$ cat config.mk
export PLATFORM = sky130hd
export DESIGN_NAME = timer8_waveform_control
export DESIGN_NICKNAME = d
export VERILOG_FILES = /design/src/shared/timer8_pkg.sv /design/src/rtl/timer8_waveform_control.sv
export SDC_FILE = /design/constraint.sdc
export NUM_CORES = 1
export LEC_CHECK = 0
export BUFFER_PORTS_ARGS = -buffer_cell sky130_fd_sc_hd__buf_2
export CAP_MARGIN = 20
export CORE_ASPECT_RATIO = 0.6
export CORE_MARGIN = 8
export CORE_UTILIZATION = 32
export CTS_CLUSTER_DIAMETER = 60
export DETAILED_ROUTE_END_ITERATION = 7
export PLACE_DENSITY_LB_ADDON = 0.05
export SYNTH_ARGS = -nofsm -noshare
export SYNTH_HDL_FRONTEND = slang
export SYNTH_SLANG_ARGS = --single-unit
$ cat constraint.sdc
create_clock -name clk_sys -period 2.09 [get_ports clk_sys]
set_input_delay 0.209 -clock clk_sys [delete_from_list [all_inputs] [get_ports clk_sys]]
set_output_delay 0.209 -clock clk_sys [all_outputs]
set_load 0.02 [all_outputs]
$ cat src/shared/timer8_pkg.sv
package timer8_pkg;

    localparam logic [7:0] val_max = 8'hFF;
    localparam logic [7:0] val_bottom = 8'h00;
    localparam logic [7:0] ctrl_a_reset = 8'h00;
    localparam logic [7:0] ctrl_b_reset = 8'h00;
    localparam logic [7:0] counter_reset = 8'h00;

    // register offsets on the plain port
    localparam logic [2:0] off_ctrl_a = 3'h0;
    localparam logic [2:0] off_ctrl_b = 3'h1;
    localparam logic [2:0] off_counter = 3'h2;
    localparam logic [2:0] off_cmp_a = 3'h3;
    localparam logic [2:0] off_cmp_b = 3'h4;
    localparam logic [2:0] off_flags = 3'h5;

    // field positions in control register a
    localparam int pos_mode_a_hi = 7;
    localparam int pos_mode_a_lo = 6;
    localparam int pos_mode_b_hi = 5;
    localparam int pos_mode_b_lo = 4;
    localparam int pos_wgm_hi = 1;
    localparam int pos_wgm_lo = 0;
    localparam logic [7:0] ctrl_a_write_mask = 8'hF3;
    // field position in control register b
    localparam int pos_wgm2 = 3;
    localparam logic [7:0] ctrl_b_write_mask = 8'h08;

    // flag register bit positions, write one to clear
    localparam int pos_flag_ovf = 0;
    localparam int pos_flag_cmp_a = 1;
    localparam int pos_flag_cmp_b = 2;

    typedef enum logic [2:0] {
        wave_normal = 3'b000,
        wave_pc_ff = 3'b001,
        wave_clear_match = 3'b010,
        wave_fast_ff = 3'b011,
        wave_resv4 = 3'b100,
        wave_pc_cmp = 3'b101,
        wave_resv6 = 3'b110,
        wave_fast_cmp = 3'b111
    } waveform_mode_t;

    typedef enum logic [1:0] {
        om_off = 2'b00,
        om_toggle = 2'b01,
        om_clear = 2'b10,
        om_set = 2'b11
    } output_mode_t;

endpackage

$ cat src/rtl/timer8_waveform_control.sv
`timescale 1ns/1ps
`default_nettype none

module timer8_waveform_control
    import timer8_pkg::*;
(
    input wire logic clk_sys,
    input wire logic rst,
    input wire logic timer_tick,
    input wire logic [2:0] reg_addr,
    input wire logic [7:0] reg_wdata,
    input wire logic reg_write,
    input wire logic reg_read,
    output logic [7:0] reg_rdata,
    input wire logic chan_a_pin_dir,
    input wire logic chan_b_pin_dir,
    output logic chan_a_compare_pin,
    output logic chan_a_pin_oe_n,
    output logic chan_a_override,
    output logic chan_b_compare_pin,
    output logic chan_b_pin_oe_n,
    output logic chan_b_override,
    output logic overflow_flag,
    output logic chan_a_compare_flag,
    output logic chan_b_compare_flag
);

    logic [7:0] ctrl_a;
    logic [7:0] ctrl_b;
    logic [7:0] counter_value;
    logic count_down;
    logic [7:0] chan_a_compare_value;
    logic [7:0] chan_b_compare_value;
    logic [7:0] cmp_a_buf;
    logic [7:0] cmp_b_buf;
    logic wave_a;
    logic wave_b;

    function automatic logic is_pwm(input logic [2:0] m);
        is_pwm = (m == wave_pc_ff) || (m == wave_pc_cmp) || (m == wave_fast_ff)
            || (m == wave_fast_cmp);
    endfunction

    function automatic logic is_phase(input logic [2:0] m);
        is_phase = (m == wave_pc_ff) || (m == wave_pc_cmp);
    endfunction

    // next pin level for one channel; covers every mode table
    function automatic logic wave_next(
        input logic cur,
        input logic [2:0] m,
        input logic [1:0] om,
        input logic match,
        input logic at_top_wrap,
        input logic down,
        input logic chan_is_a,
        input logic cmp_is_top
    );
        logic hit;
        hit = match;
        wave_next = cur;
        if (is_pwm(m) && om[1] && cmp_is_top)
        begin
            hit = 1'b0;
        end
        if (!is_pwm(m))
        begin
            if (hit)
            begin
                unique case (om)
                    om_off: wave_next = cur;
                    om_toggle: wave_next = ~cur;
                    om_clear: wave_next = 1'b0;
                    om_set: wave_next = 1'b1;
                endcase
            end
        end
        else if (om == om_toggle)
        begin
            if (hit && chan_is_a && m[2])
            begin
                wave_next = ~cur;
            end
        end
        else if (om[1])
        begin
            if (is_phase(m))
            begin
                if (hit)
                begin
                    wave_next = down ? ~om[0] : om[0];
                end
                else if (cmp_is_top && at_top_wrap)
                begin
                    wave_next = ~om[0];
                end
            end
            else
            begin
                if (hit)
                begin
                    wave_next = om[0];
                end
                else if (at_top_wrap)
                begin
                    wave_next = ~om[0];
                end
            end
        end
    endfunction

    wire [2:0] waveform_mode = {ctrl_b[pos_wgm2], ctrl_a[pos_wgm_hi:pos_wgm_lo]};
    wire mode_pwm = is_pwm(waveform_mode);
    wire mode_phase = is_phase(waveform_mode);
    wire top_from_cmp = (waveform_mode == wave_clear_match) || waveform_mode[2];
    wire [7:0] top_value = top_from_cmp ? chan_a_compare_value : val_max;
    wire [1:0] chan_a_output_mode = ctrl_a[pos_mode_a_hi:pos_mode_a_lo];
    wire [1:0] chan_b_output_mode = ctrl_a[pos_mode_b_hi:pos_mode_b_lo];

    wire at_top = (counter_value == top_value);
    wire at_bottom = (counter_value == val_bottom);
    // phase modes need the top event too, for a compare value sitting at top
    wire wrap_top = timer_tick && at_top;
    wire match_a = timer_tick && (counter_value == chan_a_compare_value);
    wire match_b = timer_tick && (counter_value == chan_b_compare_value);

    wire [7:0] next_counter =
        (mode_phase && at_top) ? counter_value - 8'h01 :
        (mode_phase && count_down) ? (at_bottom ? 8'h01 : counter_value - 8'h01) :
        (at_top || at_bottom && 1'b0) ? val_bottom :
        (waveform_mode == wave_normal) ? counter_value + 8'h01 :
        counter_value + 8'h01;
    wire next_down = mode_phase && (at_top ? 1'b1 : (at_bottom ? 1'b0 : count_down));

    wire ovf_event = timer_tick && (
        (mode_phase && at_bottom) ||
        ((waveform_mode == wave_fast_cmp) && at_top) ||
        (!mode_phase && (waveform_mode != wave_fast_cmp) && counter_value == val_max));
    // reload happens as the counter leaves top, so the new value governs the next period
    wire reload_now = mode_pwm && timer_tick && at_top;

    wire wr_ctrl_a = reg_write && (reg_addr == off_ctrl_a);
    wire wr_ctrl_b = reg_write && (reg_addr == off_ctrl_b);
    wire wr_counter = reg_write && (reg_addr == off_counter);
    wire wr_cmp_a = reg_write && (reg_addr == off_cmp_a);
    wire wr_cmp_b = reg_write && (reg_addr == off_cmp_b);
    wire wr_flags = reg_write && (reg_addr == off_flags);

    wire [7:0] flags_view = {5'h00, chan_b_compare_flag, chan_a_compare_flag, overflow_flag};
    wire [7:0] read_mux =
        (reg_addr == off_ctrl_a) ? (ctrl_a & ctrl_a_write_mask) :
        (reg_addr == off_ctrl_b) ? (ctrl_b & ctrl_b_write_mask) :
        (reg_addr == off_counter) ? counter_value :
        (reg_addr == off_cmp_a) ? cmp_a_buf :
        (reg_addr == off_cmp_b) ? cmp_b_buf :
        (reg_addr == off_flags) ? flags_view : 8'h00;

    wire next_wave_a = wave_next(wave_a, waveform_mode, chan_a_output_mode, match_a,
        wrap_top, count_down, 1'b1, chan_a_compare_value == top_value);
    wire next_wave_b = wave_next(wave_b, waveform_mode, chan_b_output_mode, match_b,
        wrap_top, count_down, 1'b0, chan_b_compare_value == top_value);

    always_ff @(posedge clk_sys or posedge rst)
    begin
        if (rst)
        begin
            ctrl_a <= ctrl_a_reset;
            ctrl_b <= ctrl_b_reset;
        end
        else
        begin
            if (wr_ctrl_a)
                ctrl_a <= reg_wdata & ctrl_a_write_mask;
            if (wr_ctrl_b)
                ctrl_b <= reg_wdata & ctrl_b_write_mask;
        end
    end

    always_ff @(posedge clk_sys or posedge rst)
    begin
        if (rst)
        begin
            counter_value <= counter_reset;
            count_down <= 1'b0;
        end
        else if (wr_counter)
        begin
            counter_value <= reg_wdata;
            count_down <= 1'b0;
        end
        else if (timer_tick)
        begin
            counter_value <= next_counter;
            count_down <= next_down;
        end
    end

    always_ff @(posedge clk_sys or posedge rst)
    begin
        if (rst)
        begin
            cmp_a_buf <= 8'h00;
            cmp_b_buf <= 8'h00;
            chan_a_compare_value <= 8'h00;
            chan_b_compare_value <= 8'h00;
        end
        else
        begin
            if (wr_cmp_a)
                cmp_a_buf <= reg_wdata;
            if (wr_cmp_b)
                cmp_b_buf <= reg_wdata;
            if (!mode_pwm || reload_now)
            begin
                chan_a_compare_value <= wr_cmp_a ? reg_wdata : cmp_a_buf;
                chan_b_compare_value <= wr_cmp_b ? reg_wdata : cmp_b_buf;
            end
        end
    end

    // hardware set wins over a write-one clear in the same cycle
    always_ff @(posedge clk_sys or posedge rst)
    begin
        if (rst)
        begin
            overflow_flag <= 1'b0;
            chan_a_compare_flag <= 1'b0;
            chan_b_compare_flag <= 1'b0;
        end
        else
        begin
            overflow_flag <= ovf_event | (overflow_flag & ~(wr_flags & reg_wdata[pos_flag_ovf]));
            chan_a_compare_flag <= match_a |
                (chan_a_compare_flag & ~(wr_flags & reg_wdata[pos_flag_cmp_a]));
            chan_b_compare_flag <= match_b |
                (chan_b_compare_flag & ~(wr_flags & reg_wdata[pos_flag_cmp_b]));
        end
    end

    always_ff @(posedge clk_sys or posedge rst)
    begin
        if (rst)
        begin
            wave_a <= 1'b0;
            wave_b <= 1'b0;
            reg_rdata <= 8'h00;
        end
        else
        begin
            wave_a <= next_wave_a;
            wave_b <= next_wave_b;
            reg_rdata <= reg_read ? read_mux : 8'h00;
        end
    end

    // channel b 01 in pwm is reserved and kept disconnected
    wire b_reserved = mode_pwm && (chan_b_output_mode == om_toggle);
    wire a_parked = mode_pwm && (chan_a_output_mode == om_toggle) && !waveform_mode[2];
    assign chan_a_override = (chan_a_output_mode != om_off) && !a_parked;
    assign chan_b_override = (chan_b_output_mode != om_off) && !b_reserved;
    assign chan_a_compare_pin = wave_a;
    assign chan_b_compare_pin = wave_b;
    assign chan_a_pin_oe_n = ~(chan_a_override && chan_a_pin_dir);
    assign chan_b_pin_oe_n = ~(chan_b_override && chan_b_pin_dir);
endmodule

`default_nettype wire

[Yosys cells after proc, flatten, opt, wreduce, memory -nomap -nowiden]
Index checks and enable logic that the tools add are counted.
Operators by class
  mux-type cells: 45
  equality and inequality tests: 31
  reduce and logical (&&, ||, !) cells: 58
  bitwise operators: 18
  $add $sub $neg: 2
Operator list (number)
  two-way mux 8 bit: 15
  == test 8 bit: 5
  logical AND 1 bit: 33
  two-way mux 1 bit: 27
  == test 3 x 2 -> 1 bit, second input constant: 4
  == test 3 bit, second input constant: 4
  AND reduction 6 bit: 2
  nonzero test 2 bit: 5
  inverter 1 bit: 9
  adder 8 x 1 -> 8 bit, second input constant: 1
  == test 2 bit, second input constant: 4
  == test 8 bit, second input constant: 1
  logical NOT 8 bit: 1
  inequality test 2 bit, second input constant: 4
  inequality test 4 x 1 -> 1 bit, second input constant: 2
  nonzero test 4 bit: 2
  subtractor 8 x 1 -> 8 bit, second input constant: 1
  logical OR 1 bit: 7
  AND 1 bit: 6
  == test 3 x 1 -> 1 bit, second input constant: 2
  inequality test 3 bit, second input constant: 2
  case mux 1 bit (3 select lines): 2
  logical NOT 1 bit: 5
  == test 2 x 1 -> 1 bit, second input constant: 2
  other kinds (5): 8
Word-level totals
  input port bits: 18
  bits in registers: 61

[Longest topological paths before layout]
Gate-level depths: netlist of the first run.
  depth in word-level cells: 12
  depth in mapped cells: 9
  gate-level depth less buffers: 7

[Least setup slack after synthesis of the first run]
Ideal clock, no wire load.
  kind: register to register
  from: register counter_value[1]
  to: register wave_a (netlist: chan_a_compare_pin)
  setup time: 0.065 ns
  slack: -0.203 ns
  required time: 2.025 ns
  arrival: 2.228 ns
  stages on the path, launching flop included: 9
  cells stage by stage: dfrtp_1 buf_6 xor2_1 or3_1 or4_4 o31ai_2 mux2_1 o31ai_1 mux2_2
Between the ends
  word-level cells in the longest chain between the ends: 8
  elaborated cells between the ends (all ways): 18
  classes of those cells: eq/ne (4); mux (7); reduce/logical (7)
RTL lines
  start: declaration: line timer8_waveform_control.sv:30  | logic [7:0] counter_value;
  start signal: assignment: line timer8_waveform_control.sv:183  | counter_value <= counter_reset;
  start signal: assignment: line timer8_waveform_control.sv:188  | counter_value <= reg_wdata;
  start signal: assignment: line timer8_waveform_control.sv:193  | counter_value <= next_counter;
  == test 8 bit: line timer8_waveform_control.sv:124  | wire match_a = timer_tick && (counter_value == chan_a_compare_value);
  logical AND 1 bit: line timer8_waveform_control.sv:124
  two-way mux 1 bit: line timer8_waveform_control.sv:62  | if (is_pwm(m) && om[1] && cmp_is_top)
  two-way mux 1 bit (on tied branches): line timer8_waveform_control.sv:100, timer8_waveform_control.sv:89
  two-way mux 1 bit: line timer8_waveform_control.sv:87  | if (is_phase(m))
  two-way mux 1 bit: line timer8_waveform_control.sv:85  | else if (om[1])
  two-way mux 1 bit: line timer8_waveform_control.sv:78  | else if (om == om_toggle)
  two-way mux 1 bit: line timer8_waveform_control.sv:66  | if (!is_pwm(m))
  end signal: assignment: line timer8_waveform_control.sv:250  | wave_a <= next_wave_a;
  end: declaration: line timer8_waveform_control.sv:36  | logic wave_a;
Parallel ways exist; a longest one is shown, timed or not. The select of a mux whose other input is x is not followed.
A chain may end at the register's enable or synchronous reset.

[Worst setup path in the final report of the first run]
  from: register chan_a_compare_value[0]
  to: register wave_a (netlist: chan_a_compare_pin)
Between the ends
  word-level cells in the longest chain between the ends: 9
  elaborated cells between the ends (all ways): 21
  classes of those cells: eq/ne (5); mux (8); reduce/logical (8)
RTL lines
  start: declaration: line timer8_waveform_control.sv:32  | logic [7:0] chan_a_compare_value;
  start signal: assignment: line timer8_waveform_control.sv:215  | chan_a_compare_value <= wr_cmp_a ? reg_wdata : cmp_a_buf;
  two-way mux 8 bit: line timer8_waveform_control.sv:116  | wire [7:0] top_value = top_from_cmp ? chan_a_compare_value : val_max;
  == test 8 bit: line timer8_waveform_control.sv:159  | wrap_top, count_down, 1'b1, chan_a_compare_value == top_value);
  logical AND 1 bit: line timer8_waveform_control.sv:62
  two-way mux 1 bit: line timer8_waveform_control.sv:62
  two-way mux 1 bit (on tied branches): line timer8_waveform_control.sv:100, timer8_waveform_control.sv:89
  two-way mux 1 bit: line timer8_waveform_control.sv:87
  two-way mux 1 bit: line timer8_waveform_control.sv:85
  two-way mux 1 bit: line timer8_waveform_control.sv:78
  two-way mux 1 bit: line timer8_waveform_control.sv:66
Parallel ways exist; a longest one is shown, timed or not. The select of a mux whose other input is x is not followed.

==> results of run 1 <==
routing by layer:
metal	wire length [um]	vias to the layer above	track usage
li1	-	1699	-
met1	7353	1778	0.2698
met2	5500	150	0.2400
met3	1335	23	0.06306
met4	271	0	0.05437
met5	0	-	0
repair_timing:
item | in CTS | in global routing
endpoints found under the hold margin | 16 | 0
gates resized for setup | 15 | 57
gates cloned | 0 | 2
hold buffers | 1 | 0
pin swaps | 8 | 21
setup buffers | 1 | 5
setup endpoints to repair | 26 | 29
placed cells by master, fill, tap and decap left out, types with 6 or more instances in the layout:
master	count
buf_6	6
dfrtp_1	57
buf_2	34
mux2i_1	7
a31oi_1	6
xnor2_1	12
nand3_1	7
mux2_2	20
a21oi_1	21
nand2_1	50
o22ai_1	6
buf_4	55
inv_1	11
nor3_1	7
nor2_1	29
nand4_1	8
o21ai_0	32
mux2_4	17
clkbuf_16	10
flip-flops by register name, indices dropped and copies added, names as in the netlist:
signal and flops:
overflow_flag 1, chan_b_compare_value 8, chan_a_compare_value 8, chan_b_compare_pin 1, chan_b_compare_flag 1, ctrl_a 6
cmp_b_buf 8, chan_a_compare_flag 1, ctrl_b 1, reg_rdata 8, count_down 1, chan_a_compare_pin 1
cmp_a_buf 8, counter_value 8
worst paths after layout:
check | from | endpoint | slack (ns) | depth (start not counted)
min reg2reg | chan_b_compare_flag | chan_b_compare_flag | 0.51 | 2
min | reg_read | reg_rdata[5] | 0.17 | 3
max | chan_a_compare_value[0] | chan_a_compare_pin | -0.21 | 7
max in group asynchronous | rst | counter_value[6] | 1.05 | 4
min in group asynchronous | rst | chan_a_compare_flag | 0.42 | 3
max reg2reg | chan_a_compare_value[0] | chan_a_compare_pin | -0.21 | 7
power groups by stage:
| stage | combinational, mW | clock (mW) | sequential, mW |
|---|---|---|---|
| 6_report | 3.12 | 1.50 | 1.92 |
| 4_1_cts | 2.71 | 1.52 | 1.89 |
| 3_3_place_gp | 2.62 | 0 | 1.89 |
| 5_1_grt | 3.36 | 1.58 | 1.96 |
| 3_5_place_dp | 2.60 | 0 | 1.90 |
| 2_1_floorplan | 1.61 | 0 | 1.79 |
logic make-up (layout without fill, tap and decap cells):
group           after synthesis  count (layout)
mux                          45              45
simple gates                144             144
compound gates              104             105
flops                        61              61
fa+ha+maj                     3               3
buf+inv                      45             133
xor+xnor                     22              22
layout make-up:
class                           instances  area (um^2)
Clock buffer                           12        246.5
Clock inverter                          4        47.55
Fill cell                            1111         6135
Inverter                               15        56.30
Multi-Input combinational cell        319         2409
Sequential cell                        61         1531
Tap cell                              160        200.2
Timing Repair Buffer                  102        785.8
critical path: stages, from the launching register on:
cell     delay, ns
dfrtp_1       0.39
xor2_1        0.18
or3_1         0.36
or4_4         0.56
o31ai_4       0.20
mux2_4        0.18
o31ai_1       0.05
mux2_2        0.27
==> impl_metrics.env, run 1 <==
export IMPL_rsz0062_at_grt="true"
export IMPL_synth_top_area_frac=0.4030
export IMPL_synth_edf_count=0
export IMPL_start_util=0.3319
export IMPL_cts_sinks=61
export IMPL_cts_buffers=9
export IMPL_synth_common_cells="dfrtp_1, nand2_1, mux2_2, o21ai_0, nor2_1"
export IMPL_critical_path_class="reg -> reg"
export IMPL_pwr_share_clk=0.229
export IMPL_setup_violations_final=21
export IMPL_synth_compound_area_share=0.1731
export IMPL_die_h_um=100.3
export IMPL_grt_pass1_wl_mm=21.39
export IMPL_drt_first_pass_iters=4
export IMPL_cts_buffer_depth=2
export IMPL_slew_violations=0
export IMPL_fin_crit_ns=2.304
export IMPL_die_area_um2=15690
export IMPL_hold_viol_final=0
export IMPL_place_gp_congestion=0.9000
export IMPL_yosysTopAreaCell="dfrtp_1"
export IMPL_yosys_warnings=0
export IMPL_synthFlopType="dfrtp_1"
export IMPL_cts_tree="done"
export IMPL_critPathArrivalTime_ns=2.52
export IMPL_clkLatencyLatePin_ns=0.33
export IMPL_startpoint_type="flop"
export IMPL_root_buffer="clkbuf_16"
export IMPL_yosysMostFrequentCell="dfrtp_1"
export IMPL_nets=529
export IMPL_synth_seq_cells=61
export IMPL_postRouteWirelength_mm=14.46
export IMPL_place_inst=648
export IMPL_p_int_mw=3.970
export IMPL_pwr_share_comb=0.478
export IMPL_timing_final_ws_setup_ns=-0.2137
export IMPL_grt_overflow=0
export IMPL_synth_top_family_by_area="simple AND/OR/NAND/NOR gates"
export IMPL_max_clock_freq_mhz=434.1
export IMPL_post_route_period_util=1.102
export IMPL_ios=35
export IMPL_clk_pin_slew_ns=0.06
export IMPL_async_flop_share=1.000
export IMPL_core_um2=11410
export IMPL_synth_nets=445
export IMPL_synthMuxAreaShare=0.1312
export IMPL_htree_num_levels=3
export IMPL_via_count=3650
export IMPL_cp_required_ns=2.31
export IMPL_p_switching_mw=2.572
export IMPL_final_util=0.4624
export IMPL_ys_seq_area_frac=0.4030
export IMPL_avgRoutedWirePerCell_um=21.49
export IMPL_final_area_um2=5276
export IMPL_hp_class="in -> reg"
export IMPL_areaGrowthSynthToFinish_pct=39.31
export IMPL_power_density_nw_per_um2=1240
export IMPL_synth_area_leaders="dfrtp_1, mux2_2, nand2_1"
export IMPL_ys_types=55
export IMPL_p_total_mw=6.542
export IMPL_diodes=0
export IMPL_grt_antenna_before_repair=0
export IMPL_relSlewSlack=0.6228
export IMPL_synth_simple_gate_area_frac=0.1847
export IMPL_worst_ir_drop_vdd_mv=0.5192
export IMPL_tightest_slew_ns=0.5615
export IMPL_drtIter0Drc=316
export IMPL_drive_gt1_frac=0.3879
export IMPL_dpl_cell_area_um2=4574
export IMPL_syn_area_um2=3787
export IMPL_dp_hpwl_mm=10.80
export IMPL_outcome="finished, violations left"
export IMPL_avgViaCountPerCell=5.423
export IMPL_fin_skew_ns=0.006364
export IMPL_power_leakage_nw=2.303
export IMPL_swShare=0.3931
export IMPL_critPathCaptureType="flop"
export IMPL_grt_max_degree=46
export IMPL_pre_cts_slack_ns=-0.1668
export IMPL_synth_adder_area_share=0.009911
export IMPL_synth_xor_area_frac=0.05088
export IMPL_drc=0
export IMPL_drv_cap=0
export IMPL_first_global_vias=3515
export IMPL_syn_inst=424
export IMPL_rows=30
export IMPL_avgSynthCellArea_um2=8.933
export IMPL_seqPwrFrac=0.293
export IMPL_final_cell_count_no_fill=673
export IMPL_grtUsageTotal=0.1830
export IMPL_hold_ws_ns=0.1742
export IMPL_numPortBuffers=34
export IMPL_antenna_left=0
export IMPL_tns_ns=-1.254
export IMPL_die_w_um=156.5
export IMPL_critical_path_max_fanout=2
export IMPL_violations="negative setup slack"
No activity file was read; power rests on OpenSTA's default activity.
==> inputs of run 2 (changes only) <==
--- a/config.mk
+++ b/config.mk
@@ -10,6 +10,7 @@
 export CORE_ASPECT_RATIO = 0.6
 export CORE_MARGIN = 8
 export CORE_UTILIZATION = 32
+export CTS_BUF_LIST = sky130_fd_sc_hd__clkbuf_2
 export CTS_CLUSTER_DIAMETER = 60
 export DETAILED_ROUTE_END_ITERATION = 7
 export PLACE_DENSITY_LB_ADDON = 0.05
==> run 2 against run 1 <==
The run still ends with negative setup slack left; worst setup slack lost 0.0018 ns; wire length down 0.17%; via count up 1.1%; global-route usage about the same; fmax hardly changed; first-iteration DRC count is 12% higher.
==> impl_metrics.env, run 2 (synthesis gave the netlist of run 1 again) <==
export IMPL_outcome="finished, violations left"
export IMPL_violations="negative setup slack"
export IMPL_grt_pass1_wl_mm=21.41
export IMPL_die_area_um2=15690
export IMPL_relSlewSlack=0.5910
export IMPL_power_leakage_nw=2.251
export IMPL_timing_rr_start="chan_a_compare_value[0]"
export IMPL_nets=537
export IMPL_die_w_um=156.5
export IMPL_post_route_period_util=1.103
export IMPL_min_delay_start="reg_wdata[5]"
export IMPL_wirelength_met1_mm=7.406
export IMPL_rr_endpoint="chan_a_compare_pin"
export IMPL_fin_skew_ns=0.01918
export IMPL_root_buffer="clkbuf_2"
export IMPL_avgRoutedWirePerCell_um=21.20
export IMPL_dpl_cell_area_um2=4574
export IMPL_wl_met2_mm=5.493
export IMPL_cts_buffer_depth=2
export IMPL_drtIter0Drc=353
export IMPL_grt_max_degree=46
export IMPL_worst_ir_drop_vdd_mv=0.4018
export IMPL_critical_path_max_fanout=2
export IMPL_hp_class="in -> reg"
export IMPL_r2r_slack_ns=-0.22
export IMPL_fill_cells=1141
export IMPL_final_area_um2=5159
export IMPL_critPathCaptureType="flop"
export IMPL_tightest_slew_ns=0.6088
export IMPL_cp_required_ns=2.57
export IMPL_fin_crit_ns=2.306
export IMPL_ios=35
export IMPL_startpoint_type="flop"
export IMPL_tns_ns=-1.967
export IMPL_max_clock_freq_mhz=433.7
export IMPL_slew_violations=0
export IMPL_power_density_nw_per_um2=1119
export IMPL_clk_pin_slew_ns=0.19
export IMPL_grtUsageTotal=0.1831
export IMPL_first_global_vias=3511
export IMPL_cts_buffers=9
export IMPL_setup_violations_final=25
export IMPL_postRouteWirelength_mm=14.44
export IMPL_min_to="ctrl_a[5]"
export IMPL_die_h_um=100.3
export IMPL_route_met3_wl_mm=1.362
export IMPL_top_layer_used="met4"
export IMPL_rsz0062_at_grt="true"
export IMPL_regArea_um2=1534
export IMPL_htree_num_levels=3
export IMPL_core_um2=11410
export IMPL_layout_common_cells="dfrtp_1, buf_4, nand2_1, buf_2, o21ai_0"
export IMPL_drc=0
export IMPL_worst_r2r_path_depth=7
export IMPL_hold_depth=3
export IMPL_multi_input_area_um2=2395
export IMPL_grt_overflow=0
export IMPL_antenna_left=0
export IMPL_via_count=3689
export IMPL_numPortBuffers=34
export IMPL_dp_hpwl_mm=10.80
export IMPL_areaGrowthSynthToFinish_pct=36.21
export IMPL_place_gp_congestion=0.9000
export IMPL_cts_tree="done"
export IMPL_start_util=0.3319
export IMPL_clkLatencyLatePin_ns=0.52
export IMPL_diodes=0
export IMPL_drt_first_pass_iters=4
export IMPL_drive_gt1_frac=0.3877
export IMPL_drv_cap=0
export IMPL_critPathArrivalTime_ns=2.79
export IMPL_critical_path_class="reg -> reg"
export IMPL_rows=30
export IMPL_grt_antenna_before_repair=0
export IMPL_cts_sinks=61
export IMPL_avgViaCountPerCell=5.417
export IMPL_timing_final_ws_setup_ns=-0.2156
export IMPL_hold_viol_final=0
==> run 2: changes by cell type in the layout (fill, tap and decap cells not counted), sizes merged <==
cell / delta
clkinv: +1
dlygate4sd3: +7
clkbuf: -1
buf: +1
==> run 2: routing by layer <==
layer  vias up  track usage
met5         -            0
met4         0      0.04188
met3        17      0.06092
met2       160       0.2410
met1      1798       0.2750
li1       1714            -
==> run 2: repair_timing <==
item | in CTS | in global routing
gates resized for setup | 18 | 57
hold endpoints to repair | 32 | 2
hold buffers | 7 | 1
pin swaps | 10 | 26
setup endpoints to repair | 28 | 30
setup buffers | 2 | 5
cloned | 0 | 2
==> run 2: how the worst max path moves through the flow <==
stage,to,startpoint
global placement,chan_b_compare_pin,counter_value[2]
CTS,chan_a_compare_pin,counter_value[7]
global route,chan_a_compare_pin,counter_value[0]
detailed placement,counter_value[1],ctrl_a[0]
finish,chan_a_compare_pin,chan_a_compare_value[0]
floorplan,chan_a_compare_pin,counter_value[1]
==> run 2: report_power, final <==
part	switching [mW]	total [mW]	leakage (nW)	internal, mW
Sequential	0.394	1.91	0.735	1.51
Clock	0.463	0.741	0.0694	0.278
Combinational	1.62	3.12	1.45	1.50
==> run 2: area by class of cell <==
cell class	instances	area share
multi-input combinational	319	0.4642
sequential	61	0.2974
timing repair buffer	110	0.1681
tap	160	0.03881
inverter	15	0.01091
clock buffer	11	0.01067
clock inverter	5	0.009944
==> run 2: worst max-delay path, cell delays in order, from the launching register on <==
cell,delay [ns]
dfrtp_1,0.43
xor2_1,0.18
or3_1,0.36
or4_4,0.56
o31ai_4,0.20
mux2_4,0.32
o31ai_2,0.06
mux2_4,0.17
==> run 2: metrics by stage <==
step	instances	worst slack, ns	util	power [mW]	hold slack (ns)
2_1_floorplan	424	-0.1652	-	3.405	0.3258
3_3_place_gp	648	-0.1722	0.4009	4.515	0.2162
3_5_place_dp	648	-0.1668	0.4009	4.507	0.2269
4_1_cts	673	-0.1351	0.4250	5.375	0.004592
5_1_grt	681	-0.2590	0.4521	6.145	0.003815
6_report	681	-0.2156	0.4521	5.771	0.04857
==> inputs of run 3 (changes only) <==
--- a/config.mk
+++ b/config.mk
@@ -7,9 +7,11 @@
 export LEC_CHECK = 0
 export BUFFER_PORTS_ARGS = -buffer_cell sky130_fd_sc_hd__buf_2
 export CAP_MARGIN = 20
+export CELL_PAD_IN_SITES_DETAIL_PLACEMENT = 1
+export CELL_PAD_IN_SITES_GLOBAL_PLACEMENT = 1
 export CORE_ASPECT_RATIO = 0.6
 export CORE_MARGIN = 8
-export CORE_UTILIZATION = 32
+export CORE_UTILIZATION = 42
 export CTS_BUF_LIST = sky130_fd_sc_hd__clkbuf_2
 export CTS_CLUSTER_DIAMETER = 60
 export DETAILED_ROUTE_END_ITERATION = 7
==> run 3 against run 2 <==
The run still ends with negative setup slack left; count of clock-buffer cells in the layout is the same; non-clock buffer count is 17 higher; sequential share of layout area shrank 1.0 points; final cell count fell by 4.6%; clock power fell by 12%; sequential cell count did not move; critical endpoint unchanged; largest cell class unchanged; largest power group unchanged.
==> impl_metrics.env, run 3 (synthesis gave the netlist of run 1 again) <==
export IMPL_regArea_um2=1529
export IMPL_power_leakage_nw=2.363
export IMPL_grtUsageMet1=0.3500
export IMPL_hp_class="in -> reg"
export IMPL_cp_top_family="simple AND/OR/NAND/NOR gates"
export IMPL_cp_required_ns=2.54
export IMPL_drtIter0Drc=372
export IMPL_post_route_period_util=1.173
export IMPL_path_buf_inv=1
export IMPL_crit_slowest_cell="dfrtp_1"
export IMPL_hold_viol_final=0
export IMPL_cts_buffer_depth=2
export IMPL_seqPwrFrac=0.313
export IMPL_die_w_um=138.6
export IMPL_die_h_um=89.56
export IMPL_core_um2=8621
export IMPL_ios=35
export IMPL_clk_pin_slew_ns=0.20
export IMPL_top_usage_layer="met2"
export IMPL_grt_overflow=0
export IMPL_pwr_share_comb=0.582
export IMPL_via_count=4056
export IMPL_critPathArrivalTime_ns=2.91
export IMPL_final_common_cell="buf_4"
export IMPL_cts_tree="done"
export IMPL_drc=0
export IMPL_nets=553
export IMPL_fill_cells=993
export IMPL_violations="negative setup slack"
export IMPL_max_stage_delay_ns=0.47
export IMPL_swShare=0.4565
export IMPL_fin_crit_ns=2.452
export IMPL_timing_rr_start="counter_value[4]"
export IMPL_clkLatencyLatePin_ns=0.55
export IMPL_rows=26
export IMPL_startpoint_type="flop"
export IMPL_avgRoutedWirePerCell_um=26.34
export IMPL_final_cell_count_no_fill=650
export IMPL_outcome="finished, violations left"
export IMPL_critical_path_max_fanout=3
export IMPL_grt_met3_usage=0.08011
export IMPL_setup_violations_final=29
export IMPL_tightest_slew_ns=0.5250
export IMPL_drv_cap=0
export IMPL_cts_sinks=61
export IMPL_postRouteWirelength_mm=17.12
export IMPL_drt_first_pass_iters=5
export IMPL_drive_gt1_frac=0.4227
export IMPL_die_area_um2=12410
export IMPL_min_delay_start="reg_wdata[4]"
export IMPL_max_clock_freq_mhz=407.8
export IMPL_hold_ws_ns=0.02074
export IMPL_grt_max_degree=43
export IMPL_grt_pass1_wl_mm=24.13
export IMPL_place_gp_congestion=0.8722
export IMPL_p_int_mw=3.351
export IMPL_rsz0062_at_grt="true"
export IMPL_place_inst=600
export IMPL_multi_input_area_um2=2502
export IMPL_layout_common_cells="buf_4, dfrtp_1, nand2_1, buf_2, nor2_1"
export IMPL_slew_violations=0
export IMPL_grtUsageTotal=0.2572
export IMPL_startpoint="counter_value[4]"
export IMPL_htree_num_levels=3
export IMPL_antenna_left=0
export IMPL_fin_skew_ns=0.03806
export IMPL_numPortBuffers=34
export IMPL_worst_ir_drop_vdd_mv=0.6600
export IMPL_p_switching_mw=2.815
export IMPL_crit_chain="xnor2_1 -> nand4_1 -> buf_4 -> or4_4 -> o31ai_4 -> mux2_4 -> o31ai_4 -> mux2_4"
export IMPL_cts_buffers=9
export IMPL_first_global_vias=3973
export IMPL_met2_usage=0.3834
export IMPL_grt_antenna_before_repair=1
export IMPL_power_density_nw_per_um2=1157
export IMPL_dp_hpwl_mm=11.14
export IMPL_avgViaCountPerCell=6.240
export IMPL_timing_final_ws_setup_ns=-0.3623
export IMPL_root_buffer="clkbuf_2"
export IMPL_critical_path_class="reg -> reg"
export IMPL_start_util=0.4393
export IMPL_pwr_share_clk=0.105
export IMPL_relSlewSlack=0.6489
export IMPL_critPathCaptureType="flop"
export IMPL_areaGrowthSynthToFinish_pct=40.67
run 3: cell type report:
cell class | instances | area share
Clock inverter | 5 | 0.005167
Clock buffer | 11 | 0.01033
Tap cell | 112 | 0.02630
Multi-Input combinational cell | 318 | 0.4697
Inverter | 15 | 0.01104
Timing Repair Buffer | 127 | 0.1900
Sequential cell | 61 | 0.2870
Antenna cell | 1 | 0.0004697
run 3: worst register-to-register path, cell delays in order, from the launching register on:
cell     delay [ns]
dfrtp_1        0.47
xnor2_1        0.19
nand4_1        0.26
buf_4          0.24
or4_4          0.46
o31ai_4        0.21
mux2_4         0.20
o31ai_4        0.06
mux2_4         0.27
run 3: worst paths after layout:
| check | endpoint | slack, ns | depth (start not counted) |
|---|---|---|---|
| min in group asynchronous | counter_value[3] | 0.19 | 3 |
| setup / recovery | chan_a_compare_pin | -0.36 | 8 |
| hold / removal | counter_value[4] | 0.02 | 3 |
| max in group asynchronous | reg_rdata[7] | 1.28 | 4 |
| hold reg to reg | chan_b_compare_flag | 0.54 | 2 |
| setup reg to reg | chan_a_compare_pin | -0.36 | 8 |
run 3: metrics by stage:
step / worst slack, ns / TNS (ns) / cell area (um^2) / total power [mW] / utilization
4_1_cts: -0.2733 / -2.840 / 5052 / 5.606 / 0.5861
5_1_grt: -0.4477 / -5.072 / 5328 / 6.418 / 0.6180
2_1_floorplan: -0.1652 / -0.1652 / 3817 / 3.405 / -
6_report: -0.3623 / -3.733 / 5328 / 6.166 / 0.6180
3_5_place_dp: -0.2547 / -2.633 / 4489 / 4.532 / 0.5208
3_3_place_gp: -0.1594 / -0.6126 / 4489 / 4.426 / 0.5208
run 3: what timing repair did:
item / in CTS / in global routing
gates cloned: 1 / 0
endpoints found under the hold margin: 38 / 0
endpoints found under the setup margin: 29 / 29
setup buffers: 15 / 12
resized for setup: 64 / 52
pin swaps: 22 / 23
hold buffers: 8 / 0
run 3: power by group through the flow:
stage / Sequential (mW) / Clock [mW] / Combinational, mW
CTS: 1.88 / 0.660 / 3.06
detailed placement: 1.90 / 0 / 2.64
floorplan: 1.79 / 0 / 1.61
global route: 1.96 / 0.713 / 3.75
global placement: 1.87 / 0 / 2.55
finish: 1.93 / 0.650 / 3.59
run 3: routing by layer:
layer  share of wire  wire [um]  up-vias
li1                -          -     1737
met1            0.44       7491     2058
met2            0.44       7564      214
met3           0.093       1585       47
met4           0.028        482        0
met5               0          0        -
